===== src/shared/sync_rx_pkg.sv =====
package sync_rx_pkg;
   // register indices (one port's worth; byte-wide registers)
   localparam logic [3:0] REG_RX_DATA = 4'h0;
   localparam logic [3:0] REG_RX_STATUS_CTRL = 4'h1;
   localparam logic [3:0] REG_TX_STATUS_CTRL = 4'h2;
   localparam logic [3:0] REG_BAUD_CTRL = 4'h3;
   localparam logic [3:0] REG_DIV_LOW = 4'h4;
   localparam logic [3:0] REG_DIV_HIGH = 4'h5;
   localparam logic [3:0] REG_IRQ_STATUS = 4'h6;
   localparam logic [3:0] REG_IRQ_MASK = 4'h7;
   // receive status/control fields
   localparam int RSC_PORT_EN = 7;
   localparam int RSC_NINE_BIT = 6;
   localparam int RSC_SINGLE_RX = 5;
   localparam int RSC_CONT_RX = 4;
   localparam int RSC_ADDR_DET = 3;
   localparam int RSC_FRAME_ERR = 2;
   localparam int RSC_OVERRUN = 1;
   localparam int RSC_NINTH_BIT = 0;
   // transmit status/control fields used here
   localparam int TSC_CLK_SRC = 7;
   localparam int TSC_SYNC_MODE = 4;
   // baud control fields
   localparam int BC_RX_IDLE = 6;
   localparam int BC_DATA_POL = 5;
   localparam int BC_CLK_POL = 4;
   // writable masks; bit 2 of baud control unimplemented
   localparam logic [7:0] BC_WR_MASK = 8'hBB;
   localparam logic [7:0] RSC_WR_MASK = 8'hF8;
   localparam logic [7:0] TSC_WR_MASK = 8'hFF;
   // interrupt status bits
   localparam int IRQ_RX_DONE = 0;
   localparam int IRQ_OVERRUN = 1;
   localparam logic [7:0] IRQ_MASK_BITS = 8'h03;
   // reset values
   localparam logic [7:0] RSC_RESET = 8'h00;
   localparam logic [7:0] TSC_RESET = 8'h00;
   localparam logic [7:0] BC_RESET = 8'h00;
   localparam logic [7:0] DIV_RESET = 8'h00;
   localparam logic [7:0] MASK_RESET = 8'h00;
   // character lengths
   localparam logic [3:0] BITS_EIGHT = 4'h8;
   localparam logic [3:0] BITS_NINE = 4'h9;
endpackage : sync_rx_pkg


===== src/sync_slave_rx.sv =====
// The plain strobed port and the placing of the registers were chosen for this implementation.
`timescale 1ns/1ps
`default_nettype none
module sync_slave_rx
   import sync_rx_pkg::*;
#(
   parameter int FIFO_DEPTH = 2
) (
   input wire logic clk_in,
   input wire logic rstn_in,
   input wire logic ce_in,
   input wire logic [3:0] addr_in,
   input wire logic [7:0] wdata_in,
   input wire logic wr_in,
   input wire logic rd_in,
   output logic [7:0] rdata_out,
   input wire logic serial_clock_pin_in,
   input wire logic serial_data_pin_in,
   output logic receive_complete_flag_out,
   output logic irq_out
);
   localparam int AW = (FIFO_DEPTH > 1) ? $clog2(FIFO_DEPTH) : 1;
   localparam int CW = $clog2(FIFO_DEPTH + 1);

   // pointers wrap on their own only for a power-of-two depth
   if (FIFO_DEPTH < 2 || (FIFO_DEPTH & (FIFO_DEPTH - 1)) != 0) begin : g_bad_depth
      $error("FIFO_DEPTH must be a power of two, at least 2");
   end

   // configuration registers
   logic [7:0] rsc_r;
   logic [7:0] tsc_r;
   logic [7:0] bc_r;
   logic [7:0] div_lo_r;
   logic [7:0] div_hi_r;
   logic [7:0] irq_stat_r;
   logic [7:0] irq_mask_r;
   logic overrun_r;
   // synchronisers
   logic [1:0] ck_sync_r;
   logic [1:0] dt_sync_r;
   logic ck_prev_r;
   // shifter
   logic [8:0] shift_r;
   logic [3:0] bit_cnt_r;
   // fifo control
   logic [AW-1:0] wr_ptr_r;
   logic [AW-1:0] rd_ptr_r;
   logic [CW-1:0] count_r;
   logic [8:0] head_data;

   // decoding
   wire port_en = rsc_r[RSC_PORT_EN];
   wire cont_rx = rsc_r[RSC_CONT_RX];
   wire nine_bit = rsc_r[RSC_NINE_BIT];
   wire wr_rsc = wr_in && addr_in == REG_RX_STATUS_CTRL;
   wire wr_irq_stat = wr_in && addr_in == REG_IRQ_STATUS;
   wire rd_data = rd_in && addr_in == REG_RX_DATA;
   wire cont_clear = wr_rsc && !wdata_in[RSC_CONT_RX];
   wire en_clear = wr_rsc && !wdata_in[RSC_PORT_EN];
   wire rx_active = port_en && cont_rx && !overrun_r;
   // synchronised levels; polarity applied after the second flop
   wire ck_lvl = ck_sync_r[1] ^ bc_r[BC_CLK_POL];
   wire dt_lvl = dt_sync_r[1] ^ bc_r[BC_DATA_POL];
   wire ck_edge = ck_lvl && !ck_prev_r;
   wire [3:0] char_len = nine_bit ? BITS_NINE : BITS_EIGHT;
   wire last_bit = bit_cnt_r == char_len - 4'h1;
   wire char_done = rx_active && ck_edge && last_bit;
   wire fifo_full = count_r == CW'(FIFO_DEPTH);
   wire fifo_empty = count_r == '0;
   wire push = char_done && !fifo_full;
   wire overflow = char_done && fifo_full;
   wire pop = rd_data && !fifo_empty;
   wire [8:0] char_word = nine_bit ? {dt_lvl, shift_r[8:1]} : {1'b0, dt_lvl, shift_r[8:2]};
   wire [7:0] rsc_read = {rsc_r[7:3], 1'b0, overrun_r, head_data[8] & nine_bit};
   wire [7:0] bc_read = {bc_r[7], !rx_active, bc_r[5:3], 1'b0, bc_r[1:0]};
   wire [7:0] irq_events = {6'h00, overflow, push};

   rx_fifo_mem #(
      .WIDTH(9),
      .DEPTH(FIFO_DEPTH),
      .AW(AW)
   ) u_mem (
      .clk_in(clk_in),
      .ce_in(ce_in),
      .wr_en_in(push),
      .wr_addr_in(wr_ptr_r),
      .wr_data_in(char_word),
      .rd_addr_in(pop ? rd_ptr_r + AW'(1) : rd_ptr_r),
      .rd_data_out(head_data)
   );

   // pin synchronisers; first flop feeds only the second
   always_ff @(posedge clk_in) begin
      if (!rstn_in) begin
         ck_sync_r <= 2'h0;
         dt_sync_r <= 2'h0;
         ck_prev_r <= 1'b0;
      end else if (ce_in) begin
         ck_sync_r <= {ck_sync_r[0], serial_clock_pin_in};
         dt_sync_r <= {dt_sync_r[0], serial_data_pin_in};
         ck_prev_r <= ck_lvl;
      end
   end

   // lsb-first shifter; restarts when the receiver stops
   always_ff @(posedge clk_in) begin
      if (!rstn_in) begin
         shift_r <= 9'h000;
         bit_cnt_r <= 4'h0;
      end else if (ce_in) begin
         if (!rx_active) begin
            bit_cnt_r <= 4'h0;
         end else if (ck_edge) begin
            shift_r <= {dt_lvl, shift_r[8:1]};
            bit_cnt_r <= last_bit ? 4'h0 : bit_cnt_r + 4'h1;
         end
      end
   end

   // fifo pointers; port disable flushes everything
   always_ff @(posedge clk_in) begin
      if (!rstn_in) begin
         wr_ptr_r <= '0;
         rd_ptr_r <= '0;
         count_r <= '0;
      end else if (ce_in) begin
         if (!port_en) begin
            wr_ptr_r <= '0;
            rd_ptr_r <= '0;
            count_r <= '0;
         end else begin
            if (push) wr_ptr_r <= wr_ptr_r + AW'(1);
            if (pop) rd_ptr_r <= rd_ptr_r + AW'(1);
            count_r <= count_r + CW'(push) - CW'(pop);
         end
      end
   end

   // overrun latches until cont rx or port enable drops
   always_ff @(posedge clk_in) begin
      if (!rstn_in) begin
         overrun_r <= 1'b0;
      end else if (ce_in) begin
         if (cont_clear || en_clear || !port_en) begin
            overrun_r <= 1'b0;
         end else if (overflow) begin
            overrun_r <= 1'b1;
         end
      end
   end

   // software-written registers, masked to implemented bits
   always_ff @(posedge clk_in) begin
      if (!rstn_in) begin
         rsc_r <= RSC_RESET;
         tsc_r <= TSC_RESET;
         bc_r <= BC_RESET;
         div_lo_r <= DIV_RESET;
         div_hi_r <= DIV_RESET;
         irq_mask_r <= MASK_RESET;
      end else if (ce_in && wr_in) begin
         unique case (addr_in)
            REG_RX_STATUS_CTRL: rsc_r <= wdata_in & RSC_WR_MASK;
            REG_TX_STATUS_CTRL: tsc_r <= wdata_in & TSC_WR_MASK;
            REG_BAUD_CTRL: bc_r <= wdata_in & BC_WR_MASK;
            REG_DIV_LOW: div_lo_r <= wdata_in;
            REG_DIV_HIGH: div_hi_r <= wdata_in;
            REG_IRQ_MASK: irq_mask_r <= wdata_in & IRQ_MASK_BITS;
            default: ;
         endcase
      end
   end

   // sticky events; a new event wins over a write-one clear
   always_ff @(posedge clk_in) begin
      if (!rstn_in) begin
         irq_stat_r <= 8'h00;
      end else if (ce_in) begin
         irq_stat_r <= (irq_stat_r & ~(wr_irq_stat ? wdata_in : 8'h00)) | irq_events;
      end
   end

   // read mux, data valid one cycle after the strobe
   logic [7:0] rd_mux;
   always_comb begin
      unique case (addr_in)
         REG_RX_DATA: rd_mux = head_data[7:0];
         REG_RX_STATUS_CTRL: rd_mux = rsc_read;
         REG_TX_STATUS_CTRL: rd_mux = tsc_r;
         REG_BAUD_CTRL: rd_mux = bc_read;
         REG_DIV_LOW: rd_mux = div_lo_r;
         REG_DIV_HIGH: rd_mux = div_hi_r;
         REG_IRQ_STATUS: rd_mux = irq_stat_r;
         REG_IRQ_MASK: rd_mux = irq_mask_r;
         default: rd_mux = 8'h00;
      endcase
   end

   always_ff @(posedge clk_in) begin
      if (!rstn_in) begin
         rdata_out <= 8'h00;
      end else if (ce_in) begin
         rdata_out <= rd_in ? rd_mux : 8'h00;
      end
   end

   // flag follows fifo contents; interrupt is a level usable as wake-up
   assign receive_complete_flag_out = !fifo_empty;
   assign irq_out = |(irq_stat_r & irq_mask_r);

   a_push_on_done: assert property (@(posedge clk_in) disable iff (!rstn_in)
      ce_in && push && !pop |=> !fifo_empty)
      else $error("completed character not stored");

   a_overrun_sets: assert property (@(posedge clk_in) disable iff (!rstn_in)
      ce_in && overflow && !cont_clear && !en_clear |=> overrun_r)
      else $error("overrun not latched on full fifo");

   a_overrun_clr_cont: assert property (@(posedge clk_in) disable iff (!rstn_in)
      ce_in && cont_clear |=> !overrun_r)
      else $error("overrun survived continuous-receive clear");

   a_port_reset: assert property (@(posedge clk_in) disable iff (!rstn_in)
      ce_in && en_clear |=> ##1 fifo_empty && !overrun_r)
      else $error("port disable did not reset receiver");

   a_halt_overrun: assert property (@(posedge clk_in) disable iff (!rstn_in)
      overrun_r |-> !push)
      else $error("transfer during overrun");

   a_idle_no_shift: assert property (@(posedge clk_in) disable iff (!rstn_in)
      ce_in && !cont_rx |=> bit_cnt_r == 4'h0)
      else $error("shifting while continuous receive off");

   a_irq_level: assert property (@(posedge clk_in) disable iff (!rstn_in)
      ce_in && push && irq_mask_r[IRQ_RX_DONE] && !wr_in |=> irq_out)
      else $error("receive interrupt missing");

   a_nine_len: assert property (@(posedge clk_in) disable iff (!rstn_in)
      ce_in && char_done |-> bit_cnt_r == (nine_bit ? 4'h8 : 4'h7))
      else $error("character ended at wrong bit count");

   a_bc_bit2_zero: assert property (@(posedge clk_in) disable iff (!rstn_in)
      !bc_r[2] && !rsc_read[RSC_FRAME_ERR])
      else $error("unimplemented bit set");

   // bit 2 is unimplemented in both registers, so one index serves
   a_unimpl_read: assert property (@(posedge clk_in) disable iff (!rstn_in)
      ce_in && rd_in && (addr_in == REG_BAUD_CTRL || addr_in == REG_RX_STATUS_CTRL)
      |=> !rdata_out[RSC_FRAME_ERR])
      else $error("unimplemented bit read as one");
endmodule : sync_slave_rx
`default_nettype wire


===== src/rx_fifo_mem.sv =====
`timescale 1ns/1ps
`default_nettype none
// small receive store; read data come out of a register
module rx_fifo_mem #(
   parameter int WIDTH = 9,
   parameter int DEPTH = 2,
   parameter int AW = 1
) (
   input wire logic clk_in,
   input wire logic ce_in,
   input wire logic wr_en_in,
   input wire logic [AW-1:0] wr_addr_in,
   input wire logic [WIDTH-1:0] wr_data_in,
   input wire logic [AW-1:0] rd_addr_in,
   output logic [WIDTH-1:0] rd_data_out
);
   logic [WIDTH-1:0] mem_r [DEPTH];
   // a write into the slot being read passes straight through
   wire bypass = wr_en_in && wr_addr_in == rd_addr_in;

   // the address must reach every entry
   if (DEPTH < 1 || DEPTH > (1 << AW)) begin : g_bad_size
      $error("DEPTH does not fit the address width");
   end

   // write port
   always_ff @(posedge clk_in) begin
      if (ce_in && wr_en_in) begin
         mem_r[wr_addr_in] <= wr_data_in;
      end
   end

   // registered read; bypass avoids a stale head after push into an empty store
   always_ff @(posedge clk_in) begin
      if (ce_in) begin
         rd_data_out <= bypass ? wr_data_in : mem_r[rd_addr_in];
      end
   end
endmodule : rx_fifo_mem
`default_nettype wire


===== config.mk =====
export PLATFORM = sky130hd
export DESIGN_NAME = sync_slave_rx
export DESIGN_NICKNAME = d
export VERILOG_FILES = /design/src/shared/sync_rx_pkg.sv /design/src/sync_slave_rx.sv /design/src/rx_fifo_mem.sv
export SDC_FILE = /design/constraint.sdc
export NUM_CORES = 1
export LEC_CHECK = 0
export BUFFER_PORTS_ARGS = -buffer_cell sky130_fd_sc_hd__buf_2
export CAP_MARGIN = 15
export CORE_MARGIN = 8
export CORE_UTILIZATION = 40
export DETAILED_ROUTE_END_ITERATION = 6
export PLACE_DENSITY = 0.59
export SETUP_SLACK_MARGIN = 0.15
export SLEW_MARGIN = 10
export SYNTH_ARGS = -nofsm -noshare
export SYNTH_HDL_FRONTEND = slang
export SYNTH_SLANG_ARGS = --single-unit

===== constraint.sdc =====
create_clock -name clk_in -period 6.7 [get_ports clk_in]
set_input_delay 1.005 -clock clk_in [delete_from_list [all_inputs] [get_ports clk_in]]
set_output_delay 1.005 -clock clk_in [all_outputs]
set_load 0.01 [all_outputs]

==> qor.txt, run 1 <==
Run status: finished, final reports clean
Fraction of post-synthesis cell area in the top cell type by area: 30.3%
Worst supply voltage drop on vdd: 0.000138 V
Ratio of cells with drive above 1 in the final layout: 16.3%
Reg2reg setup slack: 3.78 ns
Clock Skew: 0.00627 ns
Number of antenna-violating nets in the routed design: 0
Sort of element at the end of the critical path: register
Worst-path clk slew: 0.07 ns
Biggest area consumer among synthesized cells: dfxtp_1
Shortest period the worst path allows: 3.34 ns
Max-slew violation count: 0
Instance count of the mapped netlist: 482
Antenna cells: 0
Pin slew with the least headroom to its limit: 1.09 ns
Number of buffers between clock root and the deepest sink: 2
Post-route DRC violation count: 0
R2R Path Start: rsc_r[7]
Required time at the worst-slack endpoint: 6.77 ns
Critical Path Start Type: input pin
Vertical die dimension: 127 um
Yosys warnings: 0
Area of the multi-input gates: 2480 um^2
Max-cap violations: 0
Sinks on Clock Net: 102
Synth Cell Area: 4950 um^2
Endpoint with the worst hold slack: irq_stat_r[2]
Power per cell area: 220 nW/um^2
Arrival time at the worst endpoint: 3.41 ns
Sequential cell area: 2310 um^2
Post-Route Hold Slack: 0.433 ns
Total grt overflow: 0
Primary flip-flop cell chosen by synthesis mapping: dfxtp_1
Clock latency on the worst-skew pair: 0.35 ns
Clock H-tree levels: 3
Die extent in x: 127 um
Number of cell instances on the worst register-to-register path: 5
Final Wtd Congestion: 0.794
Starting utilization of the core area: 41.0%
Largest net degree at the start of global routing: 76
Hold buffers post-CTS: 0
CTS root buf: clkbuf_16
Overall routing resource usage: 15.2%
Total Die Area: 16200 um^2
Antenna violations before repair: 0
I/O pin count: 29
Final HPWL from detailed placement: 8.16 mm
Via-to-Cell Ratio: 5.46
Post-synthesis cell type count: 53
Final number of setup-violating endpoints: 0
Largest driver fanout on the critical path: 22
Number of fillers in the final layout: 1147
Kind of critical path: input pin to register
I/O Buffers: 28
Total Routed Length: 11.8 mm
Depth of the worst hold-timing path: 2
Part of the cycle the worst path needs: 49.8%
Final core utilization: 45.6%
CTS tree: built
HP Class: register to register
Max transition margin: 26.9%
Avg Cell Area, Syn: 10.3 um^2
Post-synth EDFFs: 27
Area growth, synth to finish: 11.0%
Post-CTS Repair Setup Buffers: 0
Portion of the post-synthesis area used by sequential elements: 46.7%
RSZ-0062 raised after global routing: no
Leakage power summed over all cells: 0.00206 uW
Count of endpoints failing hold in the final timing report: 0
Total number of nets in the final design: 514
Post-DR wirelength/cell: 17.8 um
Fin Setup TNS: 0 ns
Fmax: 300 MHz
Reg-to-reg endpoint: u_mem.rd_data_out[3]
Std-Cell Rows: 40
CTS resizes: 0
Hold Startpoint: irq_stat_r[2]
Core footprint: 12100 um^2
Synth async-reset ratio: 0%
Clock buffer count from CTS: 9
Area contributors post-synth: dfxtp_1 (30%), edfxtp_1 (16%), mux2i_1 (9.1%)
Via count of the first global-routing pass: 3655
Drt first pass iters: 5
Violation count after the first detailed-routing iteration: 390
Number of vias after detailed routing: 3630
Synthesized flop and latch total: 102
First-pass GRT wire length: 19.6 mm
Post-synthesis net count: 504
-- worst max-delay path, cell delays in order --
cell      delay (ns)
buf_2           0.25
or4_4           0.58
or3_1           0.57
a2111o_1        0.70
o22ai_2         0.18
a22oi_1         0.11
-- logic make-up after synthesis --
| logic type | after synthesis | synth area share (%) |
|---|---|---|
| flops | 102 | 46.7 |
| compound gates | 110 | 17.0 |
| buf+inv | 38 | 3.26 |
| simple gates | 166 | 18.8 |
| mux | 60 | 13.0 |
| fa+ha+maj | 3 | 0.758 |
| xor+xnor | 3 | 0.531 |
-- worst max-delay path by stage --
stage | end | slack, ns | depth (start not counted) | from
3_5_place_dp | u_mem.rd_data_out[3] | 2.99 | 6 | addr_in[1]
5_1_grt | u_mem.rd_data_out[6] | 3.25 | 5 | ce_in
4_1_cts | u_mem.rd_data_out[3] | 3.39 | 6 | addr_in[1]
2_1_floorplan | wr_ptr_r | 3.71 | 6 | ce_in
6_report | u_mem.rd_data_out[3] | 3.36 | 6 | addr_in[1]
3_3_place_gp | u_mem.rd_data_out[3] | 3.09 | 6 | addr_in[1]
-- through the flow --
| stage | cells | setup WS, ns | cell area [um^2] | power (uW) |
|---|---|---|---|---|
| final | 665 | 3.36 | 5500 | 1210 |
| after CTS | 664 | 3.39 | 5480 | 1220 |
| after detailed placement | 648 | 2.99 | 5190 | 707 |
| after global placement | 648 | 3.09 | 5190 | 706 |
| after floorplan | 482 | 3.71 | 4950 | 687 |
| after global routing | 665 | 3.25 | 5500 | 1250 |
-- layout make-up --
type,instances,share of cell area [%]
repair buffers,32,3.32
clock inverters,5,0.683
well taps,168,3.82
multi-input cells,342,45.2
clock buffers,11,4.60
inverters,5,0.341
flip-flops and latches,102,42.1
-- layout by cell type (no fill, tap or decap), types with 13 or more instances in the layout --
cell      Yosys  routed
mux2i_1      45      45
a31oi_1      13      13
buf_2         3      28
nor2b_1      57      57
nand3_1      15      15
mux2_2       13      13
dfxtp_1      75      75
a21oi_1      16      16
edfxtp_1     27      27
nand2_1      40      40
-- where the power goes --
| group | total [uW] | switching [uW] | internal [uW] |
|---|---|---|---|
| Combinational | 56.8 | 35.6 | 21.2 |
| Clock | 513 | 237 | 276 |
| Sequential | 637 | 3.16 | 634 |
| Total | 1210 | 276 | 931 |
-- synthesized netlist by cell type, drive strengths merged (12+ instances only) --
master and n:
mux2 13, a31oi 13, a21oi 16, nor2b 57
nand3 15, a21boi 13, clkbuf 22, edfxtp 27
nor2 12, dfxtp 75, mux2i 45, nand2 41
-- registers in the layout, summed over array words and instances, names as in the netlist --
signal             cells
irq_mask_r             2
shift_r                8
tsc_r                  8
u_mem.rd_data_out      9
dt_sync_r              2
rd_ptr_r               1
overrun_r              1
rsc_r                  5
ck_prev_r              1
div_hi_r               8
count_r                2
div_lo_r               8
bc_r                   6
wr_ptr_r               1
irq_stat_r             8
u_mem.mem_r           18
rdata_out              8
ck_sync_r              2
bit_cnt_r              4
-- layer usage --
metal	vias to the layer above	wire length (um)	GRT usage (%)
li1	1784	-	-
met1	1762	5630	19.9
met2	75	5460	23.8
met3	9	548	3.49
met4	0	162	5.60
met5	-	0	0
No activity file was read; power rests on OpenSTA's default activity.
==> inputs of run 2 (changes only) <==
--- a/config.mk
+++ b/config.mk
@@ -5,12 +5,13 @@
 export SDC_FILE = /design/constraint.sdc
 export NUM_CORES = 1
 export LEC_CHECK = 0
+export ABC_AREA = 1
 export BUFFER_PORTS_ARGS = -buffer_cell sky130_fd_sc_hd__buf_2
 export CAP_MARGIN = 15
 export CORE_MARGIN = 8
 export CORE_UTILIZATION = 40
 export DETAILED_ROUTE_END_ITERATION = 6
-export PLACE_DENSITY = 0.59
+export PLACE_DENSITY = 0.62
 export SETUP_SLACK_MARGIN = 0.15
 export SLEW_MARGIN = 10
 export SYNTH_ARGS = -nofsm -noshare
==> constraint.sdc (replaced) <==
create_clock -name clk_in -period 3 [get_ports clk_in]
set_input_delay 0.45 -clock clk_in [delete_from_list [all_inputs] [get_ports clk_in]]
set_output_delay 0.45 -clock clk_in [all_outputs]
set_load 0.01 [all_outputs]
==> qor.txt, run 2 <==
Run status: finished, final reports clean (unchanged)
Synth Cell Area: 4650 um^2 (was 4950 um^2)
Via-to-Cell Ratio: 5.15 (was 5.46)
Worst-path cell chain: inv_1, nor2_1, nand2_1, nand2_1, nand2_1, inv_1, nand2_1, nor2_1 (was buf_2, or4_4, or3_1, a2111o_1, o22ai_2, a22oi_1)
RSZ-0062 raised after global routing: no (unchanged)
Count of endpoints failing hold in the final timing report: 0 (unchanged)
Antenna violations before repair: 0 (unchanged)
Hold buffers post-CTS: 0 (unchanged)
Arrival time at the worst endpoint: 2.03 ns (was 3.41 ns)
Number of antenna-violating nets in the routed design: 0 (unchanged)
Max FFs per register: 18 (unchanged)
CTS root buf: clkbuf_16 (unchanged)
Fraction of post-synthesis cell area in the top cell type by area: 32.3% (was 30.3%)
Number of fillers in the final layout: 1158 (was 1147)
Top flop regs: u_mem.mem_r: 18 flops, u_mem.rd_data_out: 9 flops (unchanged)
Die extent in x: 124 um (was 127 um)
Vertical die dimension: 124 um (was 127 um)
Met3 routing resource usage after global routing: 3.67% (was 3.49%)
Highest-count cells in the layout ignoring fill and taps: nand2_1 (168), dfxtp_1 (75), nand3_1 (72) (was dfxtp_1 (75), nor2b_1 (57), mux2i_1 (45))
Clock H-tree levels: 3 (unchanged)
Core footprint: 11400 um^2 (was 12100 um^2)
Global-route track usage on met2: 27.5% (was 23.8%)
Post-synthesis cell type count: 30 (was 53)
Post-DR wirelength/cell: 15.2 um (was 17.8 um)
Clock latency on the worst-skew pair: 0.35 ns (about the same)
Via count of the first global-routing pass: 4003 (was 3655)
CTS resizes: 0 (unchanged)
Busiest metal layer after global routing: met2 (unchanged)
Number of buffers between clock root and the deepest sink: 2 (unchanged)
Drt first pass iters: 5 (unchanged)
Biggest area consumer among synthesized cells: dfxtp_1 (unchanged)
Met1 routing resource usage after global routing: 20.1% (was 19.9%)
Ratio of cells with drive above 1 in the final layout: 10.2% (was 16.3%)
Antenna cells: 0 (unchanged)
Count leader, synth: nand2_1 (was dfxtp_1)
First-pass GRT wire length: 19.6 mm (about the same)
Post-Route Hold Slack: 0.328 ns (was 0.433 ns)
Violation count after the first detailed-routing iteration: 351 (was 390)
Post-CTS Repair Setup Buffers: 0 (unchanged)
Overall routing resource usage: 16.4% (was 15.2%)
Leakage power summed over all cells: 0.00214 uW (was 0.00206 uW)
Number of buffer and inverter instances along the worst setup path: 2 (was 1)
Largest driver fanout on the critical path: 9 (was 22)
Top cells by count, synth: nand2_1 (168), dfxtp_1 (75), nand3_1 (72) (was dfxtp_1 (75), nor2b_1 (57), mux2i_1 (45))
Most flop-heavy register: u_mem.mem_r (unchanged)
Kind of critical path: register to register (was input pin to register)
Largest net degree at the start of global routing: 35 (was 76)
Most frequent CP cell: nand2_1
Max-slew violation count: 0 (unchanged)
Max-cap violations: 0 (unchanged)
Area contributors post-synth: dfxtp_1 (32%), edfxtp_1 (17%), nand2_1 (14%) (was dfxtp_1 (30%), edfxtp_1 (16%), mux2i_1 (9.1%))
Total grt overflow: 0 (unchanged)
Total Routed Length: 12.0 mm (was 11.8 mm)
Post-synthesis net count: 642 (was 504)
Fmax: 488 MHz
Final Wtd Congestion: 0.902 (was 0.794)
Clock Skew: 0.00609 ns (was 0.00627 ns)
CTS tree: built (unchanged)
Portion of the post-synthesis area used by sequential elements: 49.7% (was 46.7%)
Slowest CP cell: nor2_1 (was a2111o_1)
Most frequent standard cell in the layout excluding fill and tap cells: nand2_1 (was dfxtp_1)
Required time at the worst-slack endpoint: 2.98 ns (was 6.77 ns)
Power per cell area: 515 nW/um^2 (was 220 nW/um^2)
Final HPWL from detailed placement: 8.59 mm (was 8.16 mm)
Avg Cell Area, Syn: 7.51 um^2 (was 10.3 um^2)
Final number of setup-violating endpoints: 0 (unchanged)
Yosys warnings: 0 (unchanged)
I/O pin count: 29 (unchanged)
I/O Buffers: 28 (unchanged)
Synth async-reset ratio: 0% (unchanged)
Number of vias after detailed routing: 4080 (was 3630)
Starting utilization of the core area: 40.9% (was 41.0%)
Worst-path clk slew: 0.07 ns (about the same)
Largest delay share family, worst path: simple AND/OR/NAND/NOR gates (unchanged)
Post-synth EDFFs: 27 (unchanged)
Critical Path Start Type: register (was input pin)
Primary flip-flop cell chosen by synthesis mapping: dfxtp_1 (unchanged)
Std-Cell Rows: 39 (was 40)
Sort of element at the end of the critical path: register (unchanged)
Post-route DRC violation count: 0 (unchanged)
Pin slew with the least headroom to its limit: 0.680 ns (was 1.09 ns)
Clock buffer count from CTS: 9 (unchanged)
Shortest period the worst path allows: 2.05 ns
Part of the cycle the worst path needs: 68.3%
Sinks on Clock Net: 102 (unchanged)
Area growth, synth to finish: 12.1% (was 11.0%)
Total power of the final layout: 2690 uW (was 1210 uW)
HP Class: input pin to register (was register to register)
Worst supply voltage drop on vdd: 0.000471 V (was 0.000138 V)
Total number of nets in the final design: 667 (was 514)
Fin Setup TNS: 0 ns (unchanged)
Max transition margin: 54.5% (was 26.9%)
Synthesized flop and latch total: 102 (unchanged)
Slowest cell delay on critical path: 0.55 ns (was 0.70 ns)
Instance count of the mapped netlist: 620 (was 482)
Total Die Area: 15300 um^2 (was 16200 um^2)
[run 2: changes by cell type after synthesis, moves of 14 or more]
cell | before | now
nor2b_1 | 57 | 0
a21oi_1 | 16 | 61
inv_1 | 5 | 60
clkbuf_1 | 22 | 8
nor2_1 | 12 | 53
nand3_1 | 15 | 72
nand2_1 | 40 | 168
mux2i_1 | 45 | 0
o21ai_0 | 9 | 43
[run 2: worst register-to-register path, stage by stage (launching register included)]
cell,delay [ns]
dfxtp_1,0.38
inv_1,0.07
nor2_1,0.17
nand2_1,0.07
nand2_1,0.15
nand2_1,0.10
inv_1,0.08
nand2_1,0.12
nor2_1,0.55
[run 2: layout make-up]
class                      instances  area, um^2  area share [%]
timing repair buffer              39         223            4.27
tap                              143         179            3.43
clock inverter                     7        57.6            1.10
multi-input combinational        430        1980            38.0
clock buffer                       9         225            4.32
inverter                          63         236            4.53
sequential                       102        2310            44.3
[run 2: power breakdown]
part	internal [uW]	leakage, uW	total [uW]	switching, uW
clock network	572	0.000129	1120	547
logic	36.5	0.00115	143	106
registers	1420	0.000862	1430	6.66
total	2030	0.00214	2690	660
[run 2: logic make-up after synthesis]
kind of cell,share of synthesized area [%]
xor gates and xnor gates,0.565
buffers and inverters,7.74
and+or+nand+nor,28.1
adders and majority gates,0.807
DFF,49.7
AOI/OAI and AO/OA,13.1
[run 2: path summary, 6_finish.rpt]
kind         slack [ns]          startpoint  depth (start not counted)                 to
min                0.33  serial_data_pin_in                          3       dt_sync_r[0]
max                0.95        bit_cnt_r[0]                          8  u_mem.mem_r[1][2]
max reg2reg        0.95        bit_cnt_r[0]                          8  u_mem.mem_r[1][2]
min reg2reg        0.45         div_hi_r[4]                          2        div_hi_r[4]
[run 2: stage by stage]
step           cell area (um^2)  util, %  std cells  setup WS, ns
5_1_grt                    5220     45.9        793         0.741
4_1_cts                    5220     45.9        793         0.936
6_report                   5220     45.9        793         0.950
2_1_floorplan              4650        -        620          1.14
3_5_place_dp               4930     43.4        777         0.869
3_3_place_gp               4930     43.4        777         0.942
[run 2: per-layer routing]
layer | routed length, um | part of all wire, %
met1 | 5330 | 44
met2 | 5840 | 49
met3 | 609 | 5.1
met4 | 249 | 2.1
met5 | 0 | 0
